### config.mk
export PLATFORM = sky130hd
export DESIGN_NAME = sbc_top
export DESIGN_NICKNAME = d
export VERILOG_FILES = /design/src/hw/sbc_pkg.sv /design/src/hw/sbc_wake_eval.sv /design/src/hw/sbc_block_ctl.sv /design/src/hw/sbc_top.sv
export SDC_FILE = /design/constraint.sdc
export NUM_CORES = 1
export LEC_CHECK = 0
export BUFFER_PORTS_ARGS = -buffer_cell sky130_fd_sc_hd__buf_4
export CORE_AREA = 2 2 320 322
export CTS_CLUSTER_SIZE = 25
export DETAILED_ROUTE_END_ITERATION = 8
export DIE_AREA = 0 0 322 324
export GPL_ROUTABILITY_DRIVEN = 0
export SLEW_MARGIN = 20
export SYNTH_ARGS = -nofsm -noshare
export SYNTH_HDL_FRONTEND = slang
export SYNTH_SLANG_ARGS = --single-unit
### constraint.sdc
create_clock -name clk_sys -period 3.11 [get_ports clk_sys]
set_input_delay 0 -clock clk_sys [delete_from_list [all_inputs] [get_ports clk_sys]]
set_output_delay 0 -clock clk_sys [all_outputs]
set_load 0.02 [all_outputs]
### src/hw/sbc_pkg.sv
// Purpose: shared constants for the standby and block gating controller
// Assumes: 100 MHz system clock, one clock domain
// Notes:   timing counts in clk_sys cycles
package sbc_pkg;

  localparam int CLK_MHZ = 100;
  localparam int CLK_PERIOD_NS = 10;

  // unlock byte high nibbles, low nibble is arbitrary
  localparam logic [3:0] UNLOCK_FIRST  = 4'h5;
  localparam logic [3:0] UNLOCK_SECOND = 4'hA;

  // nesting level encodings
  localparam logic [1:0] LVL_NONE = 2'h0;
  localparam logic [1:0] LVL_MASK = 2'h1;
  localparam logic [1:0] LVL_NMI  = 2'h2;
  localparam logic [1:0] LVL_EMU  = 2'h3;

  // pll warm-up select codes
  localparam logic [7:0] PLL_WARM_FAST = 8'h01;

  // restore times in microseconds and cycles
  localparam int HALT_RESTORE_US   = 90;
  localparam int STOP_FAST_US      = 3000;
  localparam int STOP_SLOW_US      = 4000;
  localparam int PLL_RAMP_US       = 2000;
  localparam int HALT_RESTORE_CYC  = HALT_RESTORE_US * CLK_MHZ;
  localparam int STOP_FAST_CYC     = STOP_FAST_US * CLK_MHZ;
  localparam int STOP_SLOW_CYC     = STOP_SLOW_US * CLK_MHZ;
  localparam int PLL_RAMP_CYC      = PLL_RAMP_US * CLK_MHZ;

  // block control reset values
  localparam logic [15:0] GATE_RESET = 16'h0000;
  localparam logic [15:0] BRST_RESET = 16'h0000;

  // interrupt array shape
  localparam int IRQ_REGS = 8;
  localparam int IRQ_BITS = 64;

  // operating modes
  typedef enum logic [2:0] {
    SBC_SYSRST, SBC_RUN, SBC_HALT, SBC_STOP, SBC_RESTORE
  } sbc_mode_t;

endpackage

### src/hw/sbc_wake_eval.sv
// Purpose: decide wake and vectoring from interrupt state
// Assumes: inputs are on clk_sys, no synchronising needed
// Notes:   purely combinational, the top registers its results
`timescale 1ns/1ps
`default_nettype none
module sbc_wake_eval #(
  parameter int NBITS = 64
) (
  input  wire logic [NBITS-1:0] irq_request_bit,
  input  wire logic [NBITS-1:0] irq_enable_bit,
  input  wire logic             wdt_irq,
  input  wire logic             nmi_pending,
  input  wire logic             master_irq_enable,
  input  wire logic [1:0]       interrupt_nesting_level,
  input  wire logic             stop_mode,
  input  wire logic [NBITS-1:0] stop_wake_mask,
  output logic                  wake,
  output logic                  vector,
  output logic                  pending_any
);

  logic [NBITS-1:0] qual;
  logic             mask_wake;
  logic             nmi_vec;
  logic             mask_vec;

  // a maskable source needs both request and enable
  always_comb begin
    qual        = irq_request_bit & irq_enable_bit;
    pending_any = |qual;
    // in stop only external and slave bus sources count
    mask_wake   = stop_mode ? |(qual & stop_wake_mask) : |qual;
    // nmi vectors unless an emulator interrupt is in service
    nmi_vec     = nmi_pending && (interrupt_nesting_level != sbc_pkg::LVL_EMU);
    // maskable vectors only with mie set and level 0 or 1
    mask_vec    = mask_wake && master_irq_enable && (interrupt_nesting_level[1] == 1'b0);
    wake        = nmi_pending || mask_wake || (wdt_irq && !stop_mode);
    vector      = nmi_vec || mask_vec;
  end

endmodule
`default_nettype wire

### src/hw/sbc_block_ctl.sv
// Purpose: per-peripheral clock gate, reset hold and write block
// Assumes: gate and reset vectors come from software registers
// Notes:   one lane per peripheral, built by a generate loop
`timescale 1ns/1ps
`default_nettype none
module sbc_block_ctl #(
  parameter int NBLK = 64
) (
  input  wire logic            clk_sys,
  input  wire logic            reset,
  input  wire logic [NBLK-1:0] gate,
  input  wire logic [NBLK-1:0] hold_rst,
  input  wire logic            all_clocks_off,
  input  wire logic            halt_cpu,
  input  wire logic [NBLK-1:0] stop_keep,
  input  wire logic [NBLK-1:0] cpu_side_mask,
  output logic      [NBLK-1:0] clk_en,
  output logic      [NBLK-1:0] blk_rst,
  output logic      [NBLK-1:0] wr_allow,
  output logic      [NBLK-1:0] rd_allow
);

  logic [NBLK-1:0] clk_en_d;
  logic [NBLK-1:0] blk_rst_d;
  logic [NBLK-1:0] wr_allow_d;
  logic [NBLK-1:0] rd_allow_d;

  // one lane per peripheral
  genvar i;
  generate
    for (i = 0; i < NBLK; i++) begin : g_lane
      always_comb begin
        // RQ19: gate stops clock
        // RQ14: stop keeps only listed blocks, halt stops cpu side
        clk_en_d[i] = !gate[i] && !(all_clocks_off && !stop_keep[i]) && !(halt_cpu && cpu_side_mask[i]);
        // RQ20: reset held regardless of clock
        blk_rst_d[i] = hold_rst[i];
        // RQ21: writes need gate bit clear and no reset; stop or halt clock-off does not block them
        wr_allow_d[i] = !gate[i] && !hold_rst[i];
        rd_allow_d[i] = !hold_rst[i];
      end
    end
  endgenerate

  // registered so the top sees clean flop outputs
  always_ff @(posedge clk_sys) begin
    if (reset) begin
      clk_en   <= '1;
      blk_rst  <= '0;
      wr_allow <= '1;
      rd_allow <= '1;
    end else begin
      clk_en   <= clk_en_d;
      blk_rst  <= blk_rst_d;
      wr_allow <= wr_allow_d;
      rd_allow <= rd_allow_d;
    end
  end

endmodule
`default_nettype wire

### src/hw/sbc_top.sv
// Purpose: standby mode controller with block clock and reset gating
// Assumes: all inputs are clk_sys synchronous logic signals
// Notes:   software register writes arrive as one-cycle strobes
`timescale 1ns/1ps
`default_nettype none
// Contract
// RQ1: on reset release leave system reset and enter program run
// RQ2: halt request stops cpu, peripherals keep chosen clock
// RQ3: halt ends next edge after watchdog or enabled interrupt
// RQ4: two unlock bytes 0x5n then 0xAn must precede stop request
// RQ5: stop forces clocks off, only external or slave bus wakes
// RQ6: pending enabled interrupt cancels any entry, both blocked flags set
// RQ7: stop alone refused for acceptor off, adc, detector settling, flash
// RQ8: two blocked flags read 1 when entry unavailable
// RQ9: nmi wakes; level 3 resumes inline, else vectors
// RQ10: maskable wakes only with request and enable; inline when not allowed
// RQ11: maskable vectors only with mie 1 and level 0 or 1
// RQ12: hardware keeps nesting level on entry and return
// RQ13: software places two no-ops after the standby instruction
// RQ14: halt stops cpu and multiplier; stop keeps few blocks
// RQ15: stop disables sampling of interrupts, comparators, detector
// RQ16: slave bus address match wakes stop; clock restored first
// RQ17: honour 90us halt and 3ms or 4ms stop restore
// RQ18: warm-up select 0x01 ramps pll over about 2 ms
// RQ19: clock gate bit 1 stops the peripheral clock
// RQ20: reset bit 1 holds peripheral reset, clock or not
// RQ21: writes blocked when gated or reset; reads need only no reset
// RQ22: software resets before gating and ungates before release
// RQ23: software reset bit also resets port configuration
module sbc_top #(
  parameter int NBLK          = 64,
  parameter int HALT_RESTORE  = sbc_pkg::HALT_RESTORE_CYC,
  parameter int STOP_FAST     = sbc_pkg::STOP_FAST_CYC,
  parameter int STOP_SLOW     = sbc_pkg::STOP_SLOW_CYC,
  parameter int PLL_RAMP      = sbc_pkg::PLL_RAMP_CYC
) (
  input  wire logic                          clk_sys,
  input  wire logic                          reset,
  input  wire logic                          halt_request_bit,
  input  wire logic                          stop_request_bit,
  input  wire logic                          stop_unlock_wr,
  input  wire logic [7:0]                    stop_unlock_reg,
  input  wire logic                          standby_acceptor,
  input  wire logic                          adc_busy,
  input  wire logic                          lvd_settling,
  input  wire logic                          flash_busy,
  input  wire logic [sbc_pkg::IRQ_BITS-1:0]  irq_request_bit,
  input  wire logic [sbc_pkg::IRQ_BITS-1:0]  irq_enable_bit,
  input  wire logic [sbc_pkg::IRQ_BITS-1:0]  stop_wake_mask,
  input  wire logic                          wdt_irq,
  input  wire logic                          nmi_pending,
  input  wire logic                          master_irq_enable,
  input  wire logic                          irq_enter_mask,
  input  wire logic                          irq_enter_nmi,
  input  wire logic                          irq_enter_emu,
  input  wire logic                          irq_return,
  input  wire logic [1:0]                    irq_return_level,
  input  wire logic                          hs_clock_on,
  input  wire logic                          system_clock_is_high,
  input  wire logic [7:0]                    pll_warmup_select,
  input  wire logic [NBLK-1:0]               block_clock_gate_regs,
  input  wire logic [NBLK-1:0]               block_reset_regs,
  input  wire logic [NBLK-1:0]               stop_keep_mask,
  input  wire logic [NBLK-1:0]               cpu_side_mask,
  input  wire logic                          software_reset_bit,
  output logic                               cpu_run,
  output logic                               cpu_vector,
  output logic                               clocks_forced_off,
  output logic                               sampling_disable,
  output logic                               system_clock_high,
  output logic                               pll_ramping,
  output logic                               stop_entry_blocked,
  output logic                               halt_entry_blocked,
  output logic [1:0]                         interrupt_nesting_level,
  output logic [sbc_pkg::IRQ_BITS-1:0]       dac_wake_ignored,
  output logic                               port_cfg_reset,
  output logic [NBLK-1:0]                    blk_clk_en,
  output logic [NBLK-1:0]                    blk_rst,
  output logic [NBLK-1:0]                    blk_wr_allow,
  output logic [NBLK-1:0]                    blk_rd_allow
);

  sbc_pkg::sbc_mode_t mode_q;
  sbc_pkg::sbc_mode_t mode_d;
  logic [1:0]  unlock_q;
  logic [1:0]  unlock_d;
  logic [31:0] cnt_q;
  logic [31:0] cnt_d;
  logic [31:0] ramp_q;
  logic [31:0] ramp_d;
  logic        clk_sel_q;
  logic        clk_sel_d;
  logic        vector_q;
  logic        vector_d;
  logic        hflag_q;
  logic        hflag_d;
  logic        sflag_q;
  logic        sflag_d;
  logic [1:0]  level_q;
  logic [1:0]  level_d;
  logic        port_rst_q;
  logic        wake;
  logic        vector;
  logic        pending_any;
  logic        stop_refused;

  // wake qualification and vectoring choice
  sbc_wake_eval #(
    .NBITS (sbc_pkg::IRQ_BITS)
  ) u_wake (
    .irq_request_bit         (irq_request_bit),
    .irq_enable_bit          (irq_enable_bit),
    .wdt_irq                 (wdt_irq),
    .nmi_pending             (nmi_pending),
    .master_irq_enable       (master_irq_enable),
    .interrupt_nesting_level (level_q),
    .stop_mode               (mode_q == sbc_pkg::SBC_STOP),
    .stop_wake_mask          (stop_wake_mask),
    .wake                    (wake),
    .vector                  (vector),
    .pending_any             (pending_any)
  );

  // per-peripheral gating lanes
  sbc_block_ctl #(
    .NBLK (NBLK)
  ) u_blk (
    .clk_sys        (clk_sys),
    .reset          (reset),
    .gate           (block_clock_gate_regs),
    .hold_rst       (block_reset_regs | {NBLK{software_reset_bit}}),
    .all_clocks_off (mode_q == sbc_pkg::SBC_STOP),
    .halt_cpu       (mode_q == sbc_pkg::SBC_HALT),
    .stop_keep      (stop_keep_mask),
    .cpu_side_mask  (cpu_side_mask),
    .clk_en         (blk_clk_en),
    .blk_rst        (blk_rst),
    .wr_allow       (blk_wr_allow),
    .rd_allow       (blk_rd_allow)
  );

  // RQ7: stop-only refusal causes
  assign stop_refused = !standby_acceptor || adc_busy || lvd_settling || flash_busy;

  // unlock sequence, mode machine and restore timing
  always_comb begin
    mode_d    = mode_q;
    unlock_d  = unlock_q;
    cnt_d     = cnt_q;
    ramp_d    = (ramp_q != 32'h0000_0000) ? ramp_q - 32'h0000_0001 : ramp_q;
    clk_sel_d = clk_sel_q;
    vector_d  = 1'b0;
    // RQ6: pending interrupt blocks both
    // RQ8: flags show availability
    hflag_d   = pending_any;
    sflag_d   = pending_any || stop_refused;
    // RQ4: unlock bytes in order
    if (stop_unlock_wr) begin
      if (stop_unlock_reg[7:4] == sbc_pkg::UNLOCK_FIRST) begin
        unlock_d = 2'd1;
      end else if (unlock_q == 2'd1 && stop_unlock_reg[7:4] == sbc_pkg::UNLOCK_SECOND) begin
        unlock_d = 2'd2;
      end else begin
        unlock_d = 2'd0;
      end
    end
    case (mode_q)
      // RQ1: leave reset into run
      sbc_pkg::SBC_SYSRST: begin
        mode_d = sbc_pkg::SBC_RUN;
      end
      sbc_pkg::SBC_RUN: begin
        clk_sel_d = system_clock_is_high;
        if (stop_request_bit && halt_request_bit) begin
          mode_d = sbc_pkg::SBC_RUN; // simultaneous bits are ignored
        end else if (stop_request_bit && unlock_q == 2'd2) begin
          unlock_d = 2'd0;
          // RQ6: cancel entry when pending
          // RQ5: enter stop with clocks off
          if (!pending_any && !stop_refused) begin
            mode_d = sbc_pkg::SBC_STOP;
          end
        end else if (halt_request_bit && !pending_any) begin
          // RQ2: halt stops cpu only
          mode_d = sbc_pkg::SBC_HALT;
        end
      end
      sbc_pkg::SBC_HALT: begin
        // RQ3: release at next edge
        if (wake) begin
          vector_d = vector;
          if (!system_clock_is_high && !hs_clock_on) begin
            // RQ17: low-speed halt restore
            cnt_d  = 32'(HALT_RESTORE);
            mode_d = sbc_pkg::SBC_RESTORE;
          end else begin
            mode_d = sbc_pkg::SBC_RUN;
          end
        end
      end
      sbc_pkg::SBC_STOP: begin
        // RQ16: slave bus match wakes stop
        // RQ9: nmi wakes too
        if (wake) begin
          vector_d = vector;
          // RQ17: stop restore by warm-up setting
          // RQ18: fast warm-up ramps pll
          if (pll_warmup_select == sbc_pkg::PLL_WARM_FAST) begin
            cnt_d  = 32'(STOP_FAST);
            ramp_d = 32'(PLL_RAMP);
          end else begin
            cnt_d = 32'(STOP_SLOW);
          end
          mode_d = sbc_pkg::SBC_RESTORE;
        end
      end
      sbc_pkg::SBC_RESTORE: begin
        vector_d = vector_q;
        // RQ5: resume on previous clock once restored
        if (cnt_q <= 32'h0000_0001) begin
          cnt_d  = 32'h0000_0000;
          mode_d = sbc_pkg::SBC_RUN;
        end else begin
          cnt_d = cnt_q - 32'h0000_0001;
        end
      end
      default: begin
        mode_d = sbc_pkg::SBC_RUN;
      end
    endcase
  end

  // RQ12: nesting level on entry and return
  always_comb begin
    level_d = level_q;
    if (irq_enter_emu) begin
      level_d = sbc_pkg::LVL_EMU;
    end else if (irq_enter_nmi) begin
      level_d = sbc_pkg::LVL_NMI;
    end else if (irq_enter_mask) begin
      level_d = sbc_pkg::LVL_MASK;
    end else if (irq_return) begin
      level_d = irq_return_level;
    end
  end

  // state registers
  always_ff @(posedge clk_sys) begin
    if (reset) begin
      mode_q     <= sbc_pkg::SBC_SYSRST;
      unlock_q   <= 2'd0;
      cnt_q      <= 32'h0000_0000;
      ramp_q     <= 32'h0000_0000;
      clk_sel_q  <= 1'b0;
      vector_q   <= 1'b0;
      hflag_q    <= 1'b0;
      sflag_q    <= 1'b0;
      level_q    <= sbc_pkg::LVL_NONE;
      port_rst_q <= 1'b0;
    end else begin
      mode_q     <= mode_d;
      unlock_q   <= unlock_d;
      cnt_q      <= cnt_d;
      ramp_q     <= ramp_d;
      clk_sel_q  <= clk_sel_d;
      vector_q   <= vector_d;
      hflag_q    <= hflag_d;
      sflag_q    <= sflag_d;
      level_q    <= level_d;
      // RQ23: software reset reaches port config
      port_rst_q <= software_reset_bit;
    end
  end

  // outputs, each from a flop; cpu held until restore completes
  always_ff @(posedge clk_sys) begin
    if (reset) begin
      cpu_run                 <= 1'b0;
      cpu_vector              <= 1'b0;
      clocks_forced_off       <= 1'b0;
      sampling_disable        <= 1'b0;
      system_clock_high       <= 1'b0;
      pll_ramping             <= 1'b0;
      stop_entry_blocked      <= 1'b0;
      halt_entry_blocked      <= 1'b0;
      interrupt_nesting_level <= sbc_pkg::LVL_NONE;
      dac_wake_ignored        <= '0;
      port_cfg_reset          <= 1'b0;
    end else begin
      cpu_run                 <= (mode_d == sbc_pkg::SBC_RUN);
      // RQ10: inline resume unless allowed
      // RQ11: vector pulse on return to run
      cpu_vector              <= vector_d && (mode_d == sbc_pkg::SBC_RUN);
      clocks_forced_off       <= (mode_d == sbc_pkg::SBC_STOP);
      // RQ15: sampling off during stop
      sampling_disable        <= (mode_d == sbc_pkg::SBC_STOP);
      system_clock_high       <= clk_sel_d;
      pll_ramping             <= (ramp_d != 32'h0000_0000);
      stop_entry_blocked      <= sflag_q;
      halt_entry_blocked      <= hflag_q;
      interrupt_nesting_level <= level_q;
      // RQ15: maskable sources outside stop mask never wake stop; nmi still does
      dac_wake_ignored        <= ~stop_wake_mask;
      port_cfg_reset          <= port_rst_q;
    end
  end

endmodule
`default_nettype wire

==> summary.md <==
| Metric | Value |
|---|---|
| Outcome | finished, final reports clean |
| Internal power | 11.3 mW |
| DR top layer | met5 |
| Vert. Die Dim | 324 um |
| DRT iter0 DRCs | 1,000 |
| Wire length after detailed routing | between 70 and 80 mm |
| Total power | 16.3 mW |
| Most used cell, CP | or4_4 |
| Post-synthesis sequential area ratio | around 53% |
| Met1 WL | 32.1 mm |
| Avg Vias per Cell | 4.02 |
| Number of port buffers | 811 |
| Die width | 322 um |
| Synth top area share | 53.0% |
| Fmax | 326 MHz |
| Synth unique cells | 69 |
| Min Tclk post-route | just over 3000 ps |
| Crit-path max cell delay | 560 ps |
| DR pass1 iterations | 5 |
| Core Area | 101,000 um^2 |
| Initial antenna violation count | 30 |
| # rows | 117 |
| Final Setup Violations | 0 |
| Area leader, netlist | dfxtp_1 |
| Critical Path AT | 3590 ps |
| Metal2 WL | 35.0 mm |
| Syn Nets | 2,191 |
| Area contributors post-synth | dfxtp_1, nor2_1, or2_2 |
| Share of flip-flops with an asynchronous set or reset | 0% |
| Yosys reg bits | 405 |
| FILL cells | 10,686 |
| Tot GR Track Use | between 10 and 15% |
| P per Cell Area | 576 nW/um^2 |
| Final core utilization | 28.0% |
| # Max-Cap Violations | 0 |
| Total number of yosys warnings | 0 |
| Clk pwr share | 35.5% |
| Worst path bufs/invs | 1 |
| Leak pwr | 12.8 nW |
| Clock Skews | 18.5 ps |
| Met3 wire length | 7.76 mm |
| Clock sinks | 405 |
| Fin crit share | 98.7% |
| Worst-Margin Slew | approximately 870 ps |
| Clock tree buffer depth | 3 |
| Critical Path RT | 3630 ps |
| Clk root buf | clkbuf_16 |
| Slowest CP cell | or4b_4 |
| Psw | roughly 5.0 mW |
| Comb pwr share | 28.1% |
| Final #Nets | 3,367 |
| Setup CP Type | flip-flop to flip-flop |
| Worst-path fanout max | 6 |
| Peak supply drop | ~460 uV |
| Post-route ant nets | 0 |
| Commonest non-fill, non-tap cell in the layout | buf_4 |
| RSZ-0062 raised after global routing | true |
| Fin. max-slew vios | 0 |
| Gr ovfl total | 0 |
| HPWL Detailed | between 50 and 60 mm |
| Reg power frac | 36.3% |
| First-pass GRT wire length | 107 mm |
| Avg Cell Area, Syn | between 8 and 9 um^2 |
| Number of synthesized flops with an enable pin | 0 |
| Largest net degree at the start of global routing | ~120 |
| Vias in the first global route | 16,765 |
| DRC | 0 |
| CP cell instances | or4_4 > or4b_4 > or4_4 > buf_4 > or3_4 > or4_1 > a21oi_1 |
| Cts bufs inserted | between 40 and 50 |
| Post-synthesis cell area | 15,300 um^2 |
| Layout cell share with drive strength beyond 1 | between 30% and 40% |
| P&R area growth vs syn | 84.7% |
| Fin. Hold Viols | 0 |
| Die area | 104,000 um^2 |
| I/O Pins | 816 |
| CTS tree | yes |
| Critical Path End Type | flip-flop |
| Initial Util | 15.2% |
| Top_reg_cell synth | dfxtp_1 |
| Switch share | 30.5% |
| Clock Latency Late Sink | 600 ps |
| Cell family with the largest share of critical-path delay | simple AND/OR/NAND/NOR gates |
| Number of H-tree levels | 2 |
| Post-synthesis cell count | 1,702 |
| Vias | about 17,000 |
| Mean routed wirelength per cell | 18.3 um |
| Hold Path Class | input port to flip-flop |
| Clk pin slew, worst setup/hold paths | 60 ps |
| Slew headroom | around 42% |
| Most frequent cells in the layout | buf_4, dfxtp_1, dlygate4sd3_1 |
| Startpoint types | flip-flop |
| DP Cell Count | 3,787 |
| Fin cells | 4,230 |
sequential cells by signal, summed over array words and instances (netlist names), 2 cells and up:
| signal | cells |
|---|---|
| mode_q | 3 |
| ramp_q | 32 |
| u_blk.blk_rst | 64 |
| interrupt_nesting_level | 2 |
| level_q | 2 |
| u_blk.rd_allow | 64 |
| cnt_q | 32 |
| u_blk.wr_allow | 64 |
| dac_wake_ignored | 64 |
| unlock_q | 2 |
| u_blk.clk_en | 64 |
cells in the mapped netlist, drive strengths merged, types with 8 or more instances:
cell type,number
nand4,21
or3,15
o31ai,17
xnor2,15
clkbuf,63
inv,137
nor4,22
dfxtp,405
o21ai,31
a22oi,21
nand3,76
or4,25
mux2i,68
a211oi,8
a31oi,11
nor2,271
buf,23
or2,134
nand2,32
a21oi,114
nor3,98
nor2b,11
power groups by stage:
stage                     registers [mW]  clock network (mW)  logic [mW]
final                               5.92                5.78        4.58
after global routing                5.97                6.16        4.95
after CTS                           5.91                5.97        4.57
after detailed placement            6.02                   0        4.18
after global placement              6.01                   0        4.17
after floorplan                     6.25                   0        1.97
worst min-delay path: stages:
cell and delay (ps):
buf_4 110, inv_1 40, mux2i_1 50, a21oi_1 230, or2_2 150
cells by family after synthesis:
logic type	count (synthesis)	synth area share [%]
muxes	69	4.52
AOI/OAI and AO/OA	237	9.52
buffers and inverters	223	5.92
adders and majority gates	4	0.327
and+or+nand+nor	742	25.5
DFF	405	53.0
xor gates and xnor gates	22	1.26
worst paths after layout:
kind                               start                             to  slack (ps)  cells past startpoint
setup / recovery  cnt_q[19]$_SDFFE_PP0P_         cnt_q[31]$_SDFFE_PP0P_          40                      7
hold / removal         cpu_side_mask[50]    u_blk.clk_en[50]$_SDFF_PP1_          30                      5
setup reg to reg  cnt_q[19]$_SDFFE_PP0P_         cnt_q[31]$_SDFFE_PP0P_          40                      7
hold reg to reg       hflag_q$_SDFF_PP0_  halt_entry_blocked$_SDFF_PP0_         440                      1
per-layer routing:
metal	up-vias	GRT usage, %
li1	8134	-
met3	159	5.25
met5	-	0
met2	747	21.7
met4	22	5.28
met1	7925	17.3
repair_timing:
| action | 4_1_cts | 5_1_grt |
|---|---|---|
| setup endpoints to repair | 0 | 10 |
| hold buffers | 346 | 1 |
| resized for setup | 0 | 11 |
| setup buffers | 0 | 3 |
| endpoints found under the hold margin | 347 | 1 |
cell type report:
type	instances	area [um^2]	share of cell area (%)
Sequential cell	405	8110	28.7
Antenna cell	12	30.0	0.106
Tap cell	1309	1640	5.79
Inverter	137	514	1.82
Clock inverter	18	223	0.788
Clock buffer	63	1360	4.81
Timing Repair Buffer	1212	10100	35.6
Multi-Input combinational cell	1074	6320	22.4
stage by stage:
step | hold WS [ps] | area [um^2] | setup TNS [ps] | setup slack [ps]
floorplan | 72.4 | 15300 | 0 | 196
global placement | 169 | 23100 | 0 | 145
detailed placement | 169 | 23100 | 0 | 71.1
CTS | 2.47 | 28200 | 0 | 52.4
global route | 13.4 | 28300 | -38.3 | -21.5
finish | 27.6 | 28300 | 0 | 39.2
Power figures use the tool's default switching activity.
